`src/rtl/cycle_timing_pkg.sv`:
```
// Shared types and constants for the instruction cycle sequencer.
// Assumes a single clock domain; all users write cycle_timing_pkg::name.
package cycle_timing_pkg;

	// Instruction classes as seen by the sequencer
	typedef enum logic [3:0] {
		CLS_DATA_PROC,
		CLS_PSR_XFER,
		CLS_LOAD_WORD,
		CLS_STORE_WORD,
		CLS_LOAD_MULTIPLE,
		CLS_STORE_MULTIPLE,
		CLS_ATOMIC_SWAP,
		CLS_BRANCH,
		CLS_SOFTWARE_INTERRUPT,
		CLS_MULTIPLY,
		CLS_COPROC_DATA_OP,
		CLS_COPROC_LOAD,
		CLS_COPROC_STORE,
		CLS_COPROC_MOVE,
		CLS_UNDEFINED
	} instr_class_t;

	// Kind of a single sequencer cycle
	typedef enum logic [2:0] {
		CYC_IDLE,
		CYC_FETCH,
		CYC_READ,
		CYC_WRITE,
		CYC_INTERNAL
	} cycle_kind_t;

	// Decoded instruction descriptor handed over by decode
	typedef struct packed {
		instr_class_t class_code;   // Instruction class
		logic         cond_pass;    // Condition evaluated true
		logic         reg_shift;    // Shift amount from a register
		logic         pc_written;   // Program counter is a destination
		logic [4:0]   word_count;   // Words for multiple transfers, 1..16
		logic [31:0]  multiplier;   // Value of multiplier_register
		logic [3:0]   coproc_num;   // Target coprocessor
		logic [3:0]   coproc_reg;   // Coprocessor register number
	} instr_desc_t;

	// Memory cycle status from cache and write buffer
	typedef struct packed {
		logic cache_hit;          // Access hit in the cache
		logic cacheable;          // Region marked cacheable
		logic walk_needed;        // Translation table walk required
		logic wbuf_enabled;       // Write buffer switched on
		logic wbuf_space;         // Write buffer has room
		logic ext_done;           // External access finished this cycle
	} mem_status_t;

	// Request to the memory side
	typedef struct packed {
		logic ext_access;         // Full external access in progress
		logic line_fill;          // Cache line fill wanted
		logic table_walk;         // Table walk wanted
		logic wbuf_push;          // Write placed in write buffer
	} mem_request_t;

	localparam logic [3:0]  INTERNAL_COPROC     = 4'h000f;
	localparam logic [3:0]  COPROC_REG_LIMIT    = 4'h0007;
	localparam logic [4:0]  PC_REFILL_FETCHES   = 5'h0003;
	localparam logic [4:0]  COPROC_INTERNALS    = 5'h0003;
	localparam logic [4:0]  MULTIPLY_MAX_CYCLES = 5'h0010;
	localparam logic [4:0]  ONE_CYCLE           = 5'h0001;

endpackage

```
`src/rtl/instruction_cycle_timing.sv`:
```
// Instruction cycle sequencer: spends fetch, read, write and internal cycles
// per instruction class. Decode supplies one descriptor per instruction;
// cache, write buffer and external bus report through mem_status_t.
//
// How it works
// - Failed condition: one fetch only
// - Data processing: fetch, +1 internal if reg shift, PC three
// - Load word: fetch, read, internal; PC three
// - Store word: fetch then one write
// - Load multiple: fetch, n reads, internal
// - Store multiple: fetch then n writes
// - Swap: fetch, read, write, internal
// - Multiply: fetch plus m internal cycles
// - Small multipliers terminate early after m
// - Zero/one takes one; large takes sixteen
// - Coprocessor ops trap except CP15 moves, reg 0-7
// - CP15 moves: fetch plus three internal
// - Internal cycle is exactly one clock
// - Hit one clock; miss external access
// - Write one clock if buffer room
// - Buffer disabled: write goes external
// - Cacheable miss fills line; maybe walk
// - Execute, decode and fetch overlap
module instruction_cycle_timing (
	input  wire logic                           clk,           // Core fast clock
	input  wire logic                           rst_n,         // Async reset, low
	input  wire cycle_timing_pkg::instr_desc_t  decoded,       // Descriptor in decode
	input  wire logic                           decoded_valid, // Decode holds one
	input  wire cycle_timing_pkg::mem_status_t  mem_status,    // Memory side status
	output cycle_timing_pkg::cycle_kind_t       cycle_kind,    // Current cycle kind
	output logic                                accept,        // Descriptor taken
	output logic                                undef_trap,    // Undefined trap entry
	output logic                                instr_done,    // Instruction retired
	output cycle_timing_pkg::mem_request_t      mem_request,   // Memory requests
	output logic                                busy           // Sequencer executing
);

	typedef enum logic [2:0] {
		ST_IDLE,
		ST_FETCH,
		ST_READ,
		ST_WRITE,
		ST_INTERNAL
	} seq_state_t;

	seq_state_t                   state;        // Current phase
	logic [4:0]                   fetch_left;   // Fetch cycles still owed
	logic [4:0]                   read_left;    // Data reads still owed
	logic [4:0]                   write_left;   // Data writes still owed
	logic [4:0]                   intern_left;  // Internal cycles still owed
	logic [4:0]                   mul_cycles;   // Multiply count from helper
	logic                         trap_taken;   // This instruction traps
	logic                         mem_wait;     // Memory cycle stalled

	logic [4:0]                   n_fetch;      // Plan for incoming descriptor
	logic [4:0]                   n_read;
	logic [4:0]                   n_write;
	logic [4:0]                   n_intern;
	logic                         n_trap;

	multiply_cycle_count u_mul (
		.multiplier (decoded.multiplier),
		.cycles     (mul_cycles)
	);

	// Coprocessor ops legal only as CP15 register moves 0..7
	function automatic logic coproc_traps(input cycle_timing_pkg::instr_desc_t d);
		logic legal;
		legal = (d.class_code == cycle_timing_pkg::CLS_COPROC_MOVE)
			&& (d.coproc_num == cycle_timing_pkg::INTERNAL_COPROC)
			&& (d.coproc_reg <= cycle_timing_pkg::COPROC_REG_LIMIT);
		return !legal;
	endfunction

	// Fetch count: refill when the program counter is written
	function automatic logic [4:0] fetches(input logic pc_wr);
		return pc_wr ? cycle_timing_pkg::PC_REFILL_FETCHES : cycle_timing_pkg::ONE_CYCLE;
	endfunction

	// Work out the cycle budget for the descriptor now in decode
	always_comb
	begin
		n_fetch  = cycle_timing_pkg::ONE_CYCLE;
		n_read   = 5'h00;
		n_write  = 5'h00;
		n_intern = 5'h00;
		n_trap   = 1'b0;
		if (!decoded.cond_pass)
		begin
			n_fetch = cycle_timing_pkg::ONE_CYCLE;
		end
		else
		begin
			case (decoded.class_code)
				cycle_timing_pkg::CLS_DATA_PROC:
				begin
					n_fetch  = fetches(decoded.pc_written);
					n_intern = decoded.reg_shift ? cycle_timing_pkg::ONE_CYCLE : 5'h00;
				end
				cycle_timing_pkg::CLS_PSR_XFER:
				begin
					n_fetch = cycle_timing_pkg::ONE_CYCLE;
				end
				cycle_timing_pkg::CLS_LOAD_WORD:
				begin
					n_fetch  = fetches(decoded.pc_written);
					n_read   = cycle_timing_pkg::ONE_CYCLE;
					n_intern = cycle_timing_pkg::ONE_CYCLE;
				end
				cycle_timing_pkg::CLS_STORE_WORD:
				begin
					n_write = cycle_timing_pkg::ONE_CYCLE;
				end
				cycle_timing_pkg::CLS_LOAD_MULTIPLE:
				begin
					n_fetch  = fetches(decoded.pc_written);
					n_read   = decoded.word_count;
					n_intern = cycle_timing_pkg::ONE_CYCLE;
				end
				cycle_timing_pkg::CLS_STORE_MULTIPLE:
				begin
					n_write = decoded.word_count;
				end
				cycle_timing_pkg::CLS_ATOMIC_SWAP:
				begin
					n_read   = cycle_timing_pkg::ONE_CYCLE;
					n_write  = cycle_timing_pkg::ONE_CYCLE;
					n_intern = cycle_timing_pkg::ONE_CYCLE;
				end
				cycle_timing_pkg::CLS_BRANCH,
				cycle_timing_pkg::CLS_SOFTWARE_INTERRUPT:
				begin
					n_fetch = cycle_timing_pkg::PC_REFILL_FETCHES;
				end
				cycle_timing_pkg::CLS_MULTIPLY:
				begin
					n_intern = mul_cycles;
				end
				cycle_timing_pkg::CLS_COPROC_MOVE:
				begin
					n_trap   = coproc_traps(decoded);
					n_fetch  = n_trap ? cycle_timing_pkg::PC_REFILL_FETCHES
						: cycle_timing_pkg::ONE_CYCLE;
					n_intern = n_trap ? 5'h00 : cycle_timing_pkg::COPROC_INTERNALS;
				end
				default:
				begin
					// Data op, coprocessor load/store, undefined: trap entry
					n_trap  = 1'b1;
					n_fetch = cycle_timing_pkg::PC_REFILL_FETCHES;
				end
			endcase
		end
	end

	// Fetch and read stall on a miss until the external access ends
	// Write stalls on full buffer, or goes external when buffer is off
	always_comb
	begin
		mem_wait = 1'b0;
		case (state)
			ST_FETCH,
			ST_READ:
			begin
				mem_wait = !mem_status.cache_hit && !mem_status.ext_done;
			end
			ST_WRITE:
			begin
				if (mem_status.wbuf_enabled)
				begin
					mem_wait = !mem_status.wbuf_space;
				end
				else
				begin
					mem_wait = !mem_status.ext_done;
				end
			end
			default:
			begin
				mem_wait = 1'b0;
			end
		endcase
	end

	// Phase sequencing: fetch, reads, writes, then internal cycles.
	// The next descriptor is taken during the last cycle so decode
	// and fetch of the following instruction overlap this one.
	always_ff @(posedge clk or negedge rst_n)
	begin
		if (!rst_n)
		begin
			state       <= ST_IDLE;
			fetch_left  <= 5'h00;
			read_left   <= 5'h00;
			write_left  <= 5'h00;
			intern_left <= 5'h00;
			trap_taken  <= 1'b0;
		end
		else if (state == ST_IDLE || (last_cycle() && !mem_wait))
		begin
			if (decoded_valid)
			begin
				state       <= ST_FETCH;
				fetch_left  <= n_fetch;
				read_left   <= n_read;
				write_left  <= n_write;
				intern_left <= n_intern;
				trap_taken  <= n_trap;
			end
			else
			begin
				state <= ST_IDLE;
			end
		end
		else if (!mem_wait)
		begin
			case (state)
				ST_FETCH:
				begin
					fetch_left <= fetch_left - 5'h01;
					if (fetch_left == 5'h01)
					begin
						state <= next_phase(read_left, write_left);
					end
				end
				ST_READ:
				begin
					read_left <= read_left - 5'h01;
					if (read_left == 5'h01)
					begin
						state <= (write_left != 5'h00) ? ST_WRITE : ST_INTERNAL;
					end
				end
				ST_WRITE:
				begin
					write_left <= write_left - 5'h01;
					if (write_left == 5'h01)
					begin
						state <= ST_INTERNAL;
					end
				end
				ST_INTERNAL:
				begin
					intern_left <= intern_left - 5'h01;
				end
				default:
				begin
					state <= ST_IDLE;
				end
			endcase
		end
	end

	// Phase after fetching
	function automatic seq_state_t next_phase(input logic [4:0] rd, input logic [4:0] wr);
		if (rd != 5'h00)
		begin
			return ST_READ;
		end
		else if (wr != 5'h00)
		begin
			return ST_WRITE;
		end
		return ST_INTERNAL;
	endfunction

	// True in the final cycle of the current instruction
	function automatic logic last_cycle();
		case (state)
			ST_FETCH:    return fetch_left == 5'h01 && read_left == 5'h00
				&& write_left == 5'h00 && intern_left == 5'h00;
			ST_READ:     return read_left == 5'h01 && write_left == 5'h00
				&& intern_left == 5'h00;
			ST_WRITE:    return write_left == 5'h01 && intern_left == 5'h00;
			ST_INTERNAL: return intern_left == 5'h01;
			default:     return 1'b0;
		endcase
	endfunction

	// Registered outputs reflecting the previous cycle
	always_ff @(posedge clk or negedge rst_n)
	begin
		if (!rst_n)
		begin
			cycle_kind  <= cycle_timing_pkg::CYC_IDLE;
			accept      <= 1'b0;
			undef_trap  <= 1'b0;
			instr_done  <= 1'b0;
			busy        <= 1'b0;
		end
		else
		begin
			accept     <= decoded_valid && (state == ST_IDLE || (last_cycle() && !mem_wait));
			undef_trap <= decoded_valid && n_trap
				&& (state == ST_IDLE || (last_cycle() && !mem_wait));
			instr_done <= state != ST_IDLE && last_cycle() && !mem_wait;
			busy       <= state != ST_IDLE;
			case (state)
				ST_FETCH:    cycle_kind <= cycle_timing_pkg::CYC_FETCH;
				ST_READ:     cycle_kind <= cycle_timing_pkg::CYC_READ;
				ST_WRITE:    cycle_kind <= cycle_timing_pkg::CYC_WRITE;
				ST_INTERNAL: cycle_kind <= cycle_timing_pkg::CYC_INTERNAL;
				default:     cycle_kind <= cycle_timing_pkg::CYC_IDLE;
			endcase
		end
	end

	// Memory side requests; a miss in cacheable space asks for a line fill
	always_ff @(posedge clk or negedge rst_n)
	begin
		if (!rst_n)
		begin
			mem_request <= '0;
		end
		else
		begin
			mem_request.ext_access <= mem_wait;
			mem_request.line_fill  <= (state == ST_FETCH || state == ST_READ)
				&& !mem_status.cache_hit && mem_status.cacheable;
			mem_request.table_walk <= (state != ST_IDLE && state != ST_INTERNAL)
				&& mem_status.walk_needed;
			mem_request.wbuf_push  <= state == ST_WRITE && mem_status.wbuf_enabled
				&& mem_status.wbuf_space;
		end
	end

endmodule

```
`src/rtl/multiply_cycle_count.sv`:
```
// Early-termination cycle count for multiply from the multiplier value.
// Purely combinational; driven by the sequencer on the same clock.
module multiply_cycle_count (
	input  wire logic [31:0] multiplier,  // multiplier_register value
	output logic      [4:0]  cycles       // Internal cycles needed, 1..16
);

	// Highest set bit picks m: value below 2^(2m-1) finishes in m cycles
	always_comb
	begin
		cycles = cycle_timing_pkg::ONE_CYCLE;
		for (int i = 2; i <= 16; i++)
		begin
			// Any bit at or above 2^(2i-3) pushes the count to i
			if ((multiplier >> (2 * i - 3)) != 32'h0000_0000)
			begin
				cycles = 5'(i);
			end
		end
	end

endmodule

```
`config.mk`:
```
export PLATFORM = sky130hd
export DESIGN_NAME = instruction_cycle_timing
export DESIGN_NICKNAME = d
export VERILOG_FILES = /design/src/rtl/cycle_timing_pkg.sv /design/src/rtl/instruction_cycle_timing.sv /design/src/rtl/multiply_cycle_count.sv
export SDC_FILE = /design/constraint.sdc
export NUM_CORES = 1
export LEC_CHECK = 0
export BUFFER_PORTS_ARGS = -buffer_cell sky130_fd_sc_hd__buf_4
export CORE_UTILIZATION = 52
export CTS_CLUSTER_SIZE = 28
export DETAILED_ROUTE_END_ITERATION = 8
export GPL_ROUTABILITY_DRIVEN = 0
export PLACE_DENSITY = 0.87
export SETUP_SLACK_MARGIN = 0.1
export SLEW_MARGIN = 40
export SYNTH_ARGS = -nofsm -noshare
export SYNTH_HDL_FRONTEND = slang
export SYNTH_SLANG_ARGS = --single-unit
export TNS_END_PERCENT = 50
```
`constraint.sdc`:
```
create_clock -name clk -period 3.8 [get_ports clk]
set_input_delay 0.38 -clock clk [delete_from_list [all_inputs] [get_ports clk]]
set_output_delay 0.38 -clock clk [all_outputs]
set_load 0.01 [all_outputs]
```
==> impl_metrics.json <==
{
  "synth_nets": 363,
  "regArea_um2": 851,
  "synthTopCellsByArea": "dfrtp_1, nor2_1, ha_1",
  "post-route-util": 0.700,
  "io_buffers": 67,
  "multi_input_area_um2": 1530,
  "synthArstFlopShare": 1.00,
  "max_freq_ghz": 0.301,
  "r2r_setup_slack_ns": 0.48,
  "skew_ns": 0.00420,
  "rr_worst_depth": 10,
  "initial_utilization": 0.559,
  "critPathMaxFanout": 16,
  "cts_hold_buf": 0,
  "critPathLaunchType": "flop",
  "rsz0062_at_grt": "no",
  "viasPerCell": 6.27,
  "grt_max_degree": 35,
  "coreArea_um2": 4470,
  "drt_wl_total_mm": 6.38,
  "antennaDiodeCount": 0,
  "vdd_ir_drop_max_mv": 0.299,
  "maxCapViolations": 0,
  "grt_pass1_vias": 2382,
  "cts_tree": "yes",
  "max_slew_margin": 0.490,
  "regToRegEndpoint": "write_left[1]$_DFFE_PN0P_",
  "final_common_cell": "buf_4",
  "status": "finished with violations",
  "setup-tns-final_ns": 0,
  "h-tree-depth": 2,
  "yosysSeqAreaShare": 0.340,
  "postCtsSetupBuffers": 0,
  "worst_pin_slew_ns": 0.757,
  "nets": 429,
  "cts_resized": 0,
  "synth_seq_cells": 34,
  "finalSetupViolCount": 0,
  "final_cell_mix": "buf_4, dfrtp_1, nor2_1, inv_1, nand2_1",
  "crit_type": "flop to flop",
  "maxSlewViolCount": 0,
  "synth.distinct_cells": 65,
  "cts.path.max_buffers": 2,
  "yosys_warnings": 0,
  "p_leak_nw": 1.37,
  "powerDensity_nw_per_um2": 684,
  "r2r-start": "read_left[0]$_DFFE_PN0P_",
  "clk_latency_ns": 0.29,
  "route.detailed.drc": 3,
  "antenna_found_initial": 0,
  "routedWlPerCell_um": 15.4,
  "firstDrtPassIters": 7,
  "drt_iter0_drc": 294,
  "die_y_um": 71.4,
  "violations": "design-rule violations",
  "path_cells": "inv_1 > ha_1 > or4b_1 > or3_4 > a211o_4 > a21oi_4 > nand2_2 > clkinv_2 > nor2_2 > mux2_4",
  "drt.antenna.violating_nets": 0,
  "via_count": 2590,
  "synth_flop_cell": "dfrtp_1",
  "ios": 72,
  "yosys.area.top_type": "dfrtp_1",
  "critPathSlowestCell": "or4b_1",
  "syn_area_um2": 2500,
  "cp_top_family": "simple AND/OR/NAND/NOR gates",
  "synth.top_cell.area_share": 0.340,
  "worst-path-buf-inv": 2,
  "finalHoldViolations": 0,
  "dieArea_um2": 5090,
  "clock-sinks": 34,
  "fin_crit_sh": 0.874,
  "syn_to_final_growth_pct": 25.3,
  "root_buffer": "clkbuf_8",
  "grt.overflow.total": 0,
  "place_hpwl_mm": 4.81,
  "min_path_type": "primary input to async pin",
  "syn_inst": 294,
  "cp-end-kind": "flop",
  "arrival_ns": 3.50,
  "fin_crit_ns": 3.32,
  "critical_path_required_ns": 3.98,
  "clkTransAtPathRegs_ns": 0.07,
  "cts_buffers": 5,
  "postSynthAreaPerCell_um2": 8.51,
  "drive_above_1_share": 0.249,
  "crit_path_max_incr_delay_ns": 0.50,
  "grt_usage": 0.266,
  "grt_pass1_wl_mm": 10.6,
  "rows": 24,
  "nFillCells": 364,
  "synth_edf_count": 0,
  "die_x_um": 71.4
}
[routing by layer]
layer,GRT usage,share of wire,up-vias
li1,-,-,1258
met5,0,0,-
met2,0.468,0.48,124
met4,0.0911,0.016,0
met3,0.0563,0.072,10
met1,0.324,0.43,1198
[Yosys cell counts (3+ instances only)]
cell type  instances
o31a_1             3
xor2_1             4
nor2b_1            6
nor4_1            11
or3_1              5
or4_1              5
nand2_1           13
nand3_1           11
o22ai_1            8
ha_1               8
o21ai_0           11
mux2i_1            3
a32oi_1            3
a21oi_1            9
nor2_1            31
nand2b_1           6
dfrtp_1           34
o211ai_1           4
a211oi_1           4
or4b_1             3
o221ai_1           3
nand3b_1           5
and3_1             3
and2_1             4
nand4_1            7
o2bb2ai_1          3
a22oi_1            5
inv_1             18
nor3_1            12
o21ai_1            3
a31oi_1            3
clkbuf_1           7
[final cells by class]
type                            instances  area share
Clock inverter                          1     0.00160
Sequential cell                        34       0.272
Inverter                               19      0.0232
Tap cell                               52      0.0208
Timing Repair Buffer                   70       0.168
Clock buffer                            7      0.0276
Multi-Input combinational cell        230       0.488
[power by group]
group / internal (mW) / switching [mW]
Clock: 0.146 / 0.132
Combinational: 0.527 / 0.695
Sequential: 0.506 / 0.138
Total: 1.18 / 0.966
[kinds of logic after synthesis]
kind of cell / Yosys count / share of synthesized area
AND/OR/NAND/NOR: 132 / 0.294
buffers and inverters: 30 / 0.0490
adder cells (fa/ha/maj): 8 / 0.0400
AO/OA/AOI/OAI: 81 / 0.241
flip-flops: 34 / 0.340
XOR/XNOR: 4 / 0.0140
multiplexers: 5 / 0.0225
[state kept, by name, indices dropped and copies added (netlist names)]
| signal | flops |
|---|---|
| accept | 1 |
| busy | 1 |
| cycle_kind | 3 |
| fetch_left | 5 |
| instr_done | 1 |
| intern_left | 5 |
| mem_request | 4 |
| read_left | 5 |
| state | 3 |
| undef_trap | 1 |
| write_left | 5 |
[per-stage QoR]
stage | instances | area (µm²) | total power, mW | hold slack [ns] | setup slack, ns
after detailed placement | 405 | 3040 | 1.84 | 0.352 | 0.535
after floorplan | 294 | 2500 | 1.51 | 0.0844 | 1.09
after global routing | 413 | 3130 | 2.32 | 0.0561 | 0.292
after global placement | 405 | 3040 | 1.80 | 0.349 | 0.574
final | 413 | 3130 | 2.14 | 0.0236 | 0.479
after CTS | 413 | 3130 | 2.13 | 0.0394 | 0.506
[how the worst max path moves through the flow]
| stage | startpoint | to | slack [ns] | cells past startpoint |
|---|---|---|---|---|
| 5_1_grt | read_left[0]$_DFFE_PN0P_ | write_left[1]$_DFFE_PN0P_ | 0.29 | 10 |
| 6_report | read_left[0]$_DFFE_PN0P_ | write_left[1]$_DFFE_PN0P_ | 0.48 | 10 |
| 3_3_place_gp | read_left[0]$_DFFE_PN0P_ | write_left[1]$_DFFE_PN0P_ | 0.57 | 10 |
| 3_5_place_dp | read_left[0]$_DFFE_PN0P_ | write_left[1]$_DFFE_PN0P_ | 0.53 | 10 |
| 2_1_floorplan | read_left[0]$_DFFE_PN0P_ | write_left[1]$_DFFE_PN0P_ | 1.09 | 10 |
| 4_1_cts | read_left[0]$_DFFE_PN0P_ | write_left[1]$_DFFE_PN0P_ | 0.51 | 10 |
Note: power is estimated with default switching activity, not from simulation.
